--- src/include/usb_xcvr_defs.svh ---
`ifndef USB_XCVR_DEFS_SVH
`define USB_XCVR_DEFS_SVH

// ****************************************************************
// register address, fields and reset value
// ****************************************************************
`define XCVR_CTRL_ADDR      8'hD7
`define XCVR_CTRL_RESET     8'h00
`define BIT_PULLUP_EN       7
`define BIT_XCVR_ON         6
`define BIT_SPEED           5
`define BIT_TEST_HI         4
`define BIT_TEST_LO         3
`define BIT_DIFF_RX         2
`define BIT_POS_LEVEL       1
`define BIT_NEG_LEVEL       0
`define WRITABLE_MASK       8'hF8

// ****************************************************************
// endpoint addressing
// ****************************************************************
`define EP0_ADDR            8'h00
`define EP1_IN_ADDR         8'h81
`define EP1_OUT_ADDR        8'h01
`define EP1_IN_BYTES        64
`define EP1_OUT_BYTES       128
`define PIPE_COUNT          3

`endif

--- src/include/usb_xcvr_pkg.sv ---
package usb_xcvr_pkg;

    // line test drive selection
    typedef enum logic [1:0] {
        test_normal    = 2'h0,
        test_diff_one  = 2'h1,
        test_diff_zero = 2'h2,
        test_se_zero   = 2'h3
    } line_test_type;

    // pipe selected by an endpoint address
    typedef enum logic [1:0] {
        pipe_control,
        pipe_ep1_in,
        pipe_ep1_out,
        pipe_none
    } pipe_type;

endpackage

--- src/rtl/endpoint_decode.sv ---
`timescale 1ns/10ps
`include "usb_xcvr_defs.svh"

// ****************************************************************
// maps a token endpoint address and direction onto one of three pipes
// ****************************************************************
module endpoint_decode (
    input  wire logic                  ref_clk,
    input  wire logic                  rstn,
    input  wire logic                  token_valid,
    input  wire logic [7:0]            token_ep_addr,
    output usb_xcvr_pkg::pipe_type     pipe_sel,
    output logic                       pipe_hit
);
    import usb_xcvr_pkg::*;

    pipe_type next_pipe;

    // direction bit 7 set means IN
    always_comb begin
        if (token_ep_addr[3:0] == `EP0_ADDR) begin
            next_pipe = pipe_control;
        end else if (token_ep_addr == `EP1_IN_ADDR) begin
            next_pipe = pipe_ep1_in;
        end else if (token_ep_addr == `EP1_OUT_ADDR) begin
            next_pipe = pipe_ep1_out;
        end else begin
            next_pipe = pipe_none;
        end
    end

    // registered decode result
    always_ff @(posedge ref_clk or negedge rstn) begin
        if (!rstn) begin
            pipe_sel <= pipe_none;
            pipe_hit <= 1'b0;
        end else begin
            pipe_sel <= next_pipe;
            pipe_hit <= token_valid && (next_pipe != pipe_none);
        end
    end
endmodule

--- src/rtl/line_sync.sv ---
`timescale 1ns/10ps

// ****************************************************************
// three-stage synchroniser, change taken when stages two and three agree
// ****************************************************************
module line_sync #(
    parameter int WIDTH = 3
) (
    input  wire logic             ref_clk,
    input  wire logic             rstn,
    input  wire logic [WIDTH-1:0] async_in,
    output logic      [WIDTH-1:0] sync_out
);
    logic [WIDTH-1:0] stage1;
    logic [WIDTH-1:0] stage2;
    logic [WIDTH-1:0] stage3;

    // a zero-width chain has nothing to carry
    if (WIDTH < 1) begin : g_bad_width
        $error("line_sync width must be positive");
    end

    // shift chain; stage1 only feeds stage2
    always_ff @(posedge ref_clk or negedge rstn) begin
        if (!rstn) begin
            stage1 <= '0;
            stage2 <= '0;
            stage3 <= '0;
        end else begin
            stage1 <= async_in;
            stage2 <= stage1;
            stage3 <= stage2;
        end
    end

    // per bit, accept a new level only when two stages agree
    genvar i;
    generate
        for (i = 0; i < WIDTH; i++) begin : g_bit
            always_ff @(posedge ref_clk or negedge rstn) begin
                if (!rstn) begin
                    sync_out[i] <= 1'b0;
                end else if (stage2[i] == stage3[i]) begin
                    sync_out[i] <= stage3[i];
                end
            end
        end
    endgenerate
endmodule

--- src/rtl/usb_transceiver_control.sv ---
`timescale 1ns/10ps
`include "usb_xcvr_defs.svh"

// Notes on behaviour
// - With speed select one the function runs full speed and the pullup goes on D+.
// - With speed select zero the function runs low speed and the pullup goes on D-.
// - With pullup enable zero the attach pullup stays off and the device looks detached.
// - The pullup is on only while pullup enable is one and bus power is present.
// - Transceiver enable zero suspends the transceiver, one runs it normally.
// - The line test field forces 01 D+ high D- low, 10 D+ low D- high, 11 both low.
// - While the transceiver is on, the differential bit shows the bus differential value.
// - The positive line bit shows the live D+ level.
// - The negative line bit shows the live D- level.
// - Endpoint zero answers IN and OUT at address 0x00 as the control pipe.
// - Endpoint one has a 64-byte IN pipe at 0x81 and a 128-byte OUT pipe at 0x01.
// - The block is a peripheral only and never issues tokens or frames.
// - Exactly three pipes exist: control, endpoint one IN, endpoint one OUT.
module usb_transceiver_control (
    input  wire logic                  ref_clk,
    input  wire logic                  rstn,
    // special function register port
    input  wire logic [7:0]            sfr_addr,
    input  wire logic                  sfr_wr,
    input  wire logic                  sfr_rd,
    input  wire logic [7:0]            sfr_wdata,
    output logic      [7:0]            sfr_rdata,
    output logic                       sfr_hit,
    // bus power and line pins
    input  wire logic                  vbus_present,
    input  wire logic                  dp_in,
    input  wire logic                  dn_in,
    output logic                       dp_out,
    output logic                       dp_oe_n,
    output logic                       dn_out,
    output logic                       dn_oe_n,
    // function core side
    input  wire logic                  core_tx_en,
    input  wire logic                  core_tx_dp,
    input  wire logic                  core_tx_dn,
    output logic                       pullup_dp,
    output logic                       pullup_dn,
    output logic                       transceiver_on,
    output logic                       transceiver_suspend,
    output logic                       full_speed,
    output logic                       rx_diff,
    // token endpoint lookup
    input  wire logic                  token_valid,
    input  wire logic [7:0]            token_ep_addr,
    output usb_xcvr_pkg::pipe_type     pipe_sel,
    output logic                       pipe_hit
);
    import usb_xcvr_pkg::*;

    // ****************************************************************
    // reset values and layout checks
    // ****************************************************************
    localparam logic [7:0] CTRL_RESET   = `XCVR_CTRL_RESET;
    localparam logic [7:0] CTRL_WRITE   = `WRITABLE_MASK;
    localparam logic       RESET_PULLUP = CTRL_RESET[`BIT_PULLUP_EN];
    localparam logic       RESET_XCVR   = CTRL_RESET[`BIT_XCVR_ON];
    localparam logic       RESET_SPEED  = CTRL_RESET[`BIT_SPEED];
    localparam logic [1:0] RESET_TEST   = CTRL_RESET[`BIT_TEST_HI:`BIT_TEST_LO];

    // the read path packs the fields in one fixed order; refuse a header
    // whose field positions have drifted from that order
    if (`BIT_XCVR_ON != `BIT_PULLUP_EN - 1 || `BIT_SPEED != `BIT_XCVR_ON - 1 ||
        `BIT_TEST_HI != `BIT_SPEED - 1 || `BIT_TEST_LO != `BIT_TEST_HI - 1) begin : g_bad_ctrl
        $error("control fields out of read order");
    end
    if (`BIT_DIFF_RX != `BIT_TEST_LO - 1 || `BIT_POS_LEVEL != `BIT_DIFF_RX - 1 ||
        `BIT_NEG_LEVEL != `BIT_POS_LEVEL - 1) begin : g_bad_status
        $error("status fields out of read order");
    end
    if (`BIT_PULLUP_EN != $bits(CTRL_RESET) - 1 || `BIT_NEG_LEVEL != 0) begin : g_bad_span
        $error("control register fields do not span the byte");
    end
    // a writable status position would let firmware fake line levels
    if (CTRL_WRITE[`BIT_DIFF_RX:`BIT_NEG_LEVEL] != 3'h0) begin : g_bad_mask
        $error("status bits marked writable");
    end

    // ****************************************************************
    // control register
    // ****************************************************************
    logic          attach_pullup_enable;
    logic          speed_full;
    line_test_type line_test_select;
    logic [2:0]    line_sync_out;
    logic          positive_line_level;
    logic          negative_line_level;
    logic          diff_receiver_state;
    logic          reg_sel;
    logic          pullup_on;
    logic [7:0]    next_rdata;
    logic          next_hit;
    logic          reg_write;
    logic [7:0]    write_fields;
    logic          next_pullup_dp;
    logic          next_pullup_dn;

    // address decode for the one register of this block
    always_comb begin
        if (sfr_addr == `XCVR_CTRL_ADDR) begin
            reg_sel = 1'b1;
        end else begin
            reg_sel = 1'b0;
        end
    end

    // status positions are masked off, so a write can never reach them
    assign reg_write    = sfr_wr && reg_sel;
    assign write_fields = sfr_wdata & CTRL_WRITE;

    // one write strobe updates all writable fields together
    always_ff @(posedge ref_clk or negedge rstn) begin
        if (!rstn) begin
            attach_pullup_enable <= RESET_PULLUP;
            transceiver_on       <= RESET_XCVR;
            speed_full           <= RESET_SPEED;
            line_test_select     <= line_test_type'(RESET_TEST);
        end else if (reg_write) begin
            attach_pullup_enable <= write_fields[`BIT_PULLUP_EN];
            transceiver_on       <= write_fields[`BIT_XCVR_ON];
            speed_full           <= write_fields[`BIT_SPEED];
            line_test_select     <= line_test_type'(write_fields[`BIT_TEST_HI:`BIT_TEST_LO]);
        end
    end

    // ****************************************************************
    // line level sampling
    // ****************************************************************
    line_sync #(
        .WIDTH (3)
    ) u_line_sync (
        .ref_clk  (ref_clk),
        .rstn     (rstn),
        .async_in ({vbus_present, dp_in, dn_in}),
        .sync_out (line_sync_out)
    );

    assign positive_line_level = line_sync_out[1];
    assign negative_line_level = line_sync_out[0];
    assign pullup_on = attach_pullup_enable && line_sync_out[2];

    // speed picks the line that carries the pullup; both stay off while detached
    always_comb begin
        next_pullup_dp = 1'b0;
        next_pullup_dn = 1'b0;
        if (pullup_on && speed_full) begin
            next_pullup_dp = 1'b1;
        end else if (pullup_on) begin
            next_pullup_dn = 1'b1;
        end
    end

    // differential value only meaningful while transceiver runs
    always_ff @(posedge ref_clk or negedge rstn) begin
        if (!rstn) begin
            diff_receiver_state <= 1'b0;
        end else if (transceiver_on) begin
            diff_receiver_state <= positive_line_level && !negative_line_level;
        end
    end

    // ****************************************************************
    // register read
    // ****************************************************************
    // read data is zero unless this register is read; fields in register order
    always_comb begin
        next_rdata = 8'h00;
        next_hit   = 1'b0;
        if (reg_sel && sfr_rd) begin
            next_rdata = {attach_pullup_enable, transceiver_on, speed_full, line_test_select,
                          diff_receiver_state, positive_line_level, negative_line_level};
            next_hit   = 1'b1;
        end else if (reg_sel && sfr_wr) begin
            next_hit   = 1'b1;
        end
    end

    // answer is registered and stands for one cycle
    always_ff @(posedge ref_clk or negedge rstn) begin
        if (!rstn) begin
            sfr_rdata <= 8'h00;
            sfr_hit   <= 1'b0;
        end else begin
            sfr_rdata <= next_rdata;
            sfr_hit   <= next_hit;
        end
    end

    // ****************************************************************
    // pullup placement and mode outputs
    // ****************************************************************
    always_ff @(posedge ref_clk or negedge rstn) begin
        if (!rstn) begin
            pullup_dp           <= 1'b0;
            pullup_dn           <= 1'b0;
            full_speed          <= 1'b0;
            transceiver_suspend <= 1'b1;
            rx_diff             <= 1'b0;
        end else begin
            pullup_dp           <= next_pullup_dp;
            pullup_dn           <= next_pullup_dn;
            full_speed          <= speed_full;
            transceiver_suspend <= !transceiver_on;
            rx_diff             <= diff_receiver_state;
        end
    end

    // ****************************************************************
    // line drivers; enables are active low
    // ****************************************************************
    logic          core_drive;
    logic          next_dp_out;
    logic          next_dn_out;
    logic          next_oe_n;

    // outside test modes the core drives only while the transceiver runs;
    // a suspended transceiver must leave the lines to the host
    assign core_drive = core_tx_en && transceiver_on;

    // forced test states win over the core; both lines switch together
    always_comb begin
        next_dp_out = core_tx_dp;
        next_dn_out = core_tx_dn;
        next_oe_n   = !core_drive;
        case (line_test_select)
            test_diff_one: begin
                next_dp_out = 1'b1;
                next_dn_out = 1'b0;
                next_oe_n   = 1'b0;
            end
            test_diff_zero: begin
                next_dp_out = 1'b0;
                next_dn_out = 1'b1;
                next_oe_n   = 1'b0;
            end
            test_se_zero: begin
                next_dp_out = 1'b0;
                next_dn_out = 1'b0;
                next_oe_n   = 1'b0;
            end
            default: begin
                next_dp_out = core_tx_dp;
                next_dn_out = core_tx_dn;
                next_oe_n   = !core_drive;
            end
        endcase
    end

    // pins come straight from flops and are released while in reset
    always_ff @(posedge ref_clk or negedge rstn) begin
        if (!rstn) begin
            dp_out  <= 1'b0;
            dn_out  <= 1'b0;
            dp_oe_n <= 1'b1;
            dn_oe_n <= 1'b1;
        end else begin
            dp_out  <= next_dp_out;
            dn_out  <= next_dn_out;
            dp_oe_n <= next_oe_n;
            dn_oe_n <= next_oe_n;
        end
    end

    // ****************************************************************
    // endpoint pipe lookup
    // ****************************************************************
    endpoint_decode u_endpoint_decode (
        .ref_clk       (ref_clk),
        .rstn          (rstn),
        .token_valid   (token_valid),
        .token_ep_addr (token_ep_addr),
        .pipe_sel      (pipe_sel),
        .pipe_hit      (pipe_hit)
    );
endmodule

--- config.mk ---
export PLATFORM = sky130hd
export DESIGN_NAME = usb_transceiver_control
export DESIGN_NICKNAME = d
export VERILOG_FILES = /design/src/include/usb_xcvr_pkg.sv /design/src/rtl/endpoint_decode.sv /design/src/rtl/line_sync.sv /design/src/rtl/usb_transceiver_control.sv
export VERILOG_INCLUDE_DIRS = /design/src /design/src/include
export SDC_FILE = /design/constraint.sdc
export NUM_CORES = 1
export LEC_CHECK = 0
export BUFFER_PORTS_ARGS = -buffer_cell sky130_fd_sc_hd__buf_2
export CAP_MARGIN = 20
export CORE_MARGIN = 4
export CORE_UTILIZATION = 49
export CTS_CLUSTER_DIAMETER = 120
export CTS_CLUSTER_SIZE = 40
export DETAILED_ROUTE_END_ITERATION = 6
export PLACE_DENSITY = 0.82
export SETUP_SLACK_MARGIN = 0.3
export SYNTH_ARGS = -nofsm -noshare
export SYNTH_HDL_FRONTEND = slang
export SYNTH_SLANG_ARGS = --single-unit
--- constraint.sdc ---
create_clock -name ref_clk -period 2.5 [get_ports ref_clk]
set_input_delay 0.5 -clock ref_clk [delete_from_list [all_inputs] [get_ports ref_clk]]
set_output_delay 0.5 -clock ref_clk [all_outputs]
set_load 0.02 [all_outputs]
### Word level (Yosys, flattened, before mapping)

Index checks and enable logic that the tools add are counted.

* equal/unequal tests: 10
* reduce and logical (&&, ||, !) cells: 14
* muxes and demuxes: 13

Operator list (number)
* 8-bit == test (second input constant): 2
* 8-bit by 1-bit == test with 1-bit output (second input constant): 1
* 1-bit 2-to-1 mux: 8
* 8-bit 2-to-1 mux: 1
* 1-bit logical AND: 7
* 2-bit == test (second input constant): 2
* 4-bit logical NOT: 1
* 2-bit 2-to-1 mux: 2
* 1-bit case mux with 2 select lines: 2
* 2-bit OR reduction: 2
* 1-bit == test: 3
* 1-bit logical NOT: 3
* 3-bit OR reduction: 1
* 2-bit by 1-bit == test with 1-bit output (second input constant): 1
* 2-bit inequality test (second input constant): 1

* logic and storage cells: 60
* output and inout bits: 22
* register bits: 38
* input bits: 35

### Depth between registers and ports, before layout

* depth after elaboration: 6
* depth in mapped cells: 4
* depth with buffers taken out: 3

### Modules after synthesis

From an unflattened synthesis, not the netlist that was laid out.

* cell total of the unflattened synthesis: 82
* area, all modules: 1297.5 um^2

Modules (own cells, without submodules)
* usb_transceiver_control: seq. area each 578.1 um^2, cells an instance 56, instances 1, area an instance 833.3 um^2
* line_sync: seq. area each 300.3 um^2, cells an instance 15, instances 1, area an instance 334.1 um^2
* endpoint_decode: seq. area each 77.6 um^2, cells an instance 11, instances 1, area an instance 130.1 um^2

### Worst setup path before layout

Ideal clock, no wire load.

* kind: input to register
* start point: input sfr_addr[3]
* end point: register attach_pullup_enable
* setup time: 125 ps
* arrival time: 1456 ps
* required time: 2375 ps
* path buffers: 1
* path slack: 919 ps
* stages: 4
* cells stage by stage: nand4b_1 or3_1 buf_6 mux2_4

* cells in the longest elaborated chain, start to end: 3

Ends and longest elaborated chain
* from (decl): RTL line usb_transceiver_control.sv:22 `input wire logic [7:0] sfr_addr,`
* 8-bit == test (no line)
* 1-bit 2-to-1 mux: RTL line usb_transceiver_control.sv:103 `` if (sfr_addr == `XCVR_CTRL_ADDR) begin ``
* 1-bit logical AND: RTL line usb_transceiver_control.sv:111 `assign reg_write = sfr_wr && reg_sel;`
* to (signal assigned): RTL line usb_transceiver_control.sv:122 `` attach_pullup_enable <= write_fields[`BIT_PULLUP_EN]; ``
* to (decl): RTL line usb_transceiver_control.sv:85 `logic attach_pullup_enable;`

No other way between the ends.
A chain may end at the register's enable or synchronous reset.

==> flow_summary.toml <==
[synth]
yosys_register_bits = 38
synth_cell_types = 19
synth_common_cells = "34 x dfrtp_1, 8 x nor2_1, 7 x and2_1"
syn_inst = 83
synth.cell_area_sq_um = 1290
async_reset_ff_share_pct = 100
yosysWarnings = 0
netlist.top_cell.by_area = "dfrtp_1"
postSynthAreaPerCell_sq_um = 15.5
dominantRegCellSynth = "dfrtp_1"
yosys.area.top_type_share_pct = 66.1
synthTopCellsByArea = "dfrtp_1 66%, dfstp_2 8.2%, mux2_4 5.8%"
ys_seq_area_share_pct = 74.2
syn_nets = 118
synth_edf_count = 0
yosysMostFrequentCell = "dfrtp_1"

[sta]
period_needed_ns = 1.53
slew_violations = 0
timing.final.ws_setup_ns = 0.973
finalSetupViolCount = 0
max_freq_mhz = 655
relSlewSlack_pct = 46.6
rsz0062_at_grt = "no"
report.final.hold_viol_count = 0
tightest_slew_ns = 0.801
fin_crit_sh_pct = 61.1
fin_skew_ns = 0.00461
setup-tns-final_ns = 0

[floorplan]
dieArea_sq_um = 3510
rows = 18
die_h_um = 59.3
die_w_um = 59.3
coreArea_sq_um = 2500
start_util_pct = 51.5
io-pin-count = 57

[clocking]
cts_setup_buffers = 0
cts_tree = "yes"
htreeDepth = 2
cts-root-buf = "clkbuf_4"
insertion_delay_ns = 0.34
clk_pin_slew_ns = 0.10
clk_path_buf_depth = 2
cts_resized = 0
numCtsBuffers = 5
clock-sinks = 38
cts_hold_buf = 0

[global_route]
grt-ovfl-total = 0
grt_antenna_before_repair = 0
grt_pass1_wl_um = 3610
grt_max_degree = 39
grt.total_usage_pct = 14.2
grt_pass1_vias = 873

[placed_design]
portBuffers = 53
dp_slack_ns = 0.696
gp_congestion = 0.737
dp.final_hpwl_um = 1600
dpl_cell_area_sq_um = 1570

[finish]
finish.instance_area_sq_um = 1630
diodes = 0
syn_to_final_growth_pct = 26.7
nNetsFinal = 176
final_util_pct = 65.3
drive_gt1_share_pct = 49.3

[route]
antenna_left = 0
drt_wl_total_um = 2150
drc = 0
drt_iter0_drc = 10
vias = 828
routedWlPerCell_um = 12.5
drtPass1Iterations = 4
vias_per_cell = 4.81

[worst_setup_path]
start_kind = "register"
crit_buf_inv = 1
crit_fanout = 2
crit_path_end_kind = "output port"
crit_chain = "buf_2"
crit_type = "register to output port"
cp.required_ns = 2.00
path_delay_family = "flip-flops"
cp_data_arrival_time_ns = 1.03
critPathMaxStageDelay_ns = 0.54
cpMaxStageDelayCell = "dfstp_2"

[run]
drv_cap = 0

[min_path]
hp-class = "primary input to async pin"

[status]
outcome = "finished clean"

[power]
p_leak_uw = 0.000882
max-vdd-ir-drop_mv = 0.460
p_per_area_nw_per_um2 = 661
[layer usage]
metal	part of all wire, %	up-vias	GRT usage [%]
met3	13	6	5.01
met2	43	48	21.4
met4	2.4	0	8.74
met1	42	381	17.4
li1	-	393	-
met5	0	-	0
[power by group]
group	internal [uW]	switching, uW	leakage [uW]	total [uW]
logic	42.4	50.6	0.000365	93.0
clock network	136	185	0.0000353	321
registers	648	16.8	0.000482	665
total	827	252	0.000882	1080
[area by class of cell]
cell class | count | area, sq um
Multi-Input combinational cell | 39 | 298
Tap cell | 30 | 37.5
Timing Repair Buffer | 53 | 265
Inverter | 4 | 15.0
Clock buffer | 7 | 55.1
Clock inverter | 1 | 5.00
Fill cell | 180 | 868
Sequential cell | 38 | 956
[flip-flops by register name, summed over array words and instances (netlist names)]
name and count:
dn_out 1, u_line_sync.sync_out 3, dn_oe_n 1, attach_pullup_enable 1
transceiver_suspend 1, speed_full 1, rx_diff 1, u_line_sync.stage2 3
full_speed 1, pullup_dn 1, u_endpoint_decode.pipe_hit 1, pullup_dp 1
transceiver_on 1, dp_out 1, sfr_rdata 8, u_endpoint_decode.pipe_sel 2
u_line_sync.stage3 3, line_test_select 2, u_line_sync.stage1 3, diff_receiver_state 1
sfr_hit 1
[worst paths after layout]
| path | to | slack (ns) | startpoint | depth (start not counted) |
|---|---|---|---|---|
| min in group ref_clk | u_line_sync.stage1[2]$_DFF_PN0_ | 0.27 | vbus_present | 1 |
| min | dn_out$_DFF_PN0_ | 0.24 | rstn | 1 |
| min reg2reg | u_line_sync.stage2[1]$_DFF_PN0_ | 0.36 | u_line_sync.stage1[1]$_DFF_PN0_ | 0 |
| max in group asynchronous | u_endpoint_decode.pipe_hit$_DFF_PN0_ | 1.76 | rstn | 1 |
| max reg2reg | u_line_sync.sync_out[0]$_DFFE_PN0N_ | 1.61 | u_line_sync.sync_out[0]$_DFFE_PN0N_ | 1 |
| max | dp_oe_n | 0.97 | dn_oe_n$_DFF_PN1_ | 1 |
[cells in the final DEF, fill, tap and decap left out]
cell,instances
buf_2,53
dfrtp_1,34
nor2_1,8
and2_1,7
mux2_4,5
clkbuf_4,5
inv_1,4
dfstp_2,4
or3_1,3
a211oi_1,3
maj3_1,3
nor3_1,2
nand2_1,2
nand4b_4,1
nand4b_1,1
nor4_1,1
a31oi_1,1
and3_1,1
o2bb2ai_1,1
clkbuf_1,1
clkinv_2,1
clkbuf_8,1
[per-stage QoR]
stage                     cells  hold WS, ns  power (uW)
final                       172        0.236        1080
after global routing        172        0.236        1140
after CTS                   172        0.247        1100
after detailed placement    164        0.339         772
after global placement      164        0.334         768
after floorplan              83        0.204         718
[cells by family after synthesis]
| logic type | count (synthesis) | share of synthesized area (%) |
|---|---|---|
| adder cells (fa/ha/maj) | 3 | 2.33 |
| buffers and inverters | 6 | 2.62 |
| multiplexers | 5 | 5.83 |
| flip-flops | 38 | 74.2 |
| AND/OR/NAND/NOR | 26 | 12.1 |
| AO/OA/AOI/OAI | 5 | 2.92 |
No activity file was read; power rests on OpenSTA's default activity.
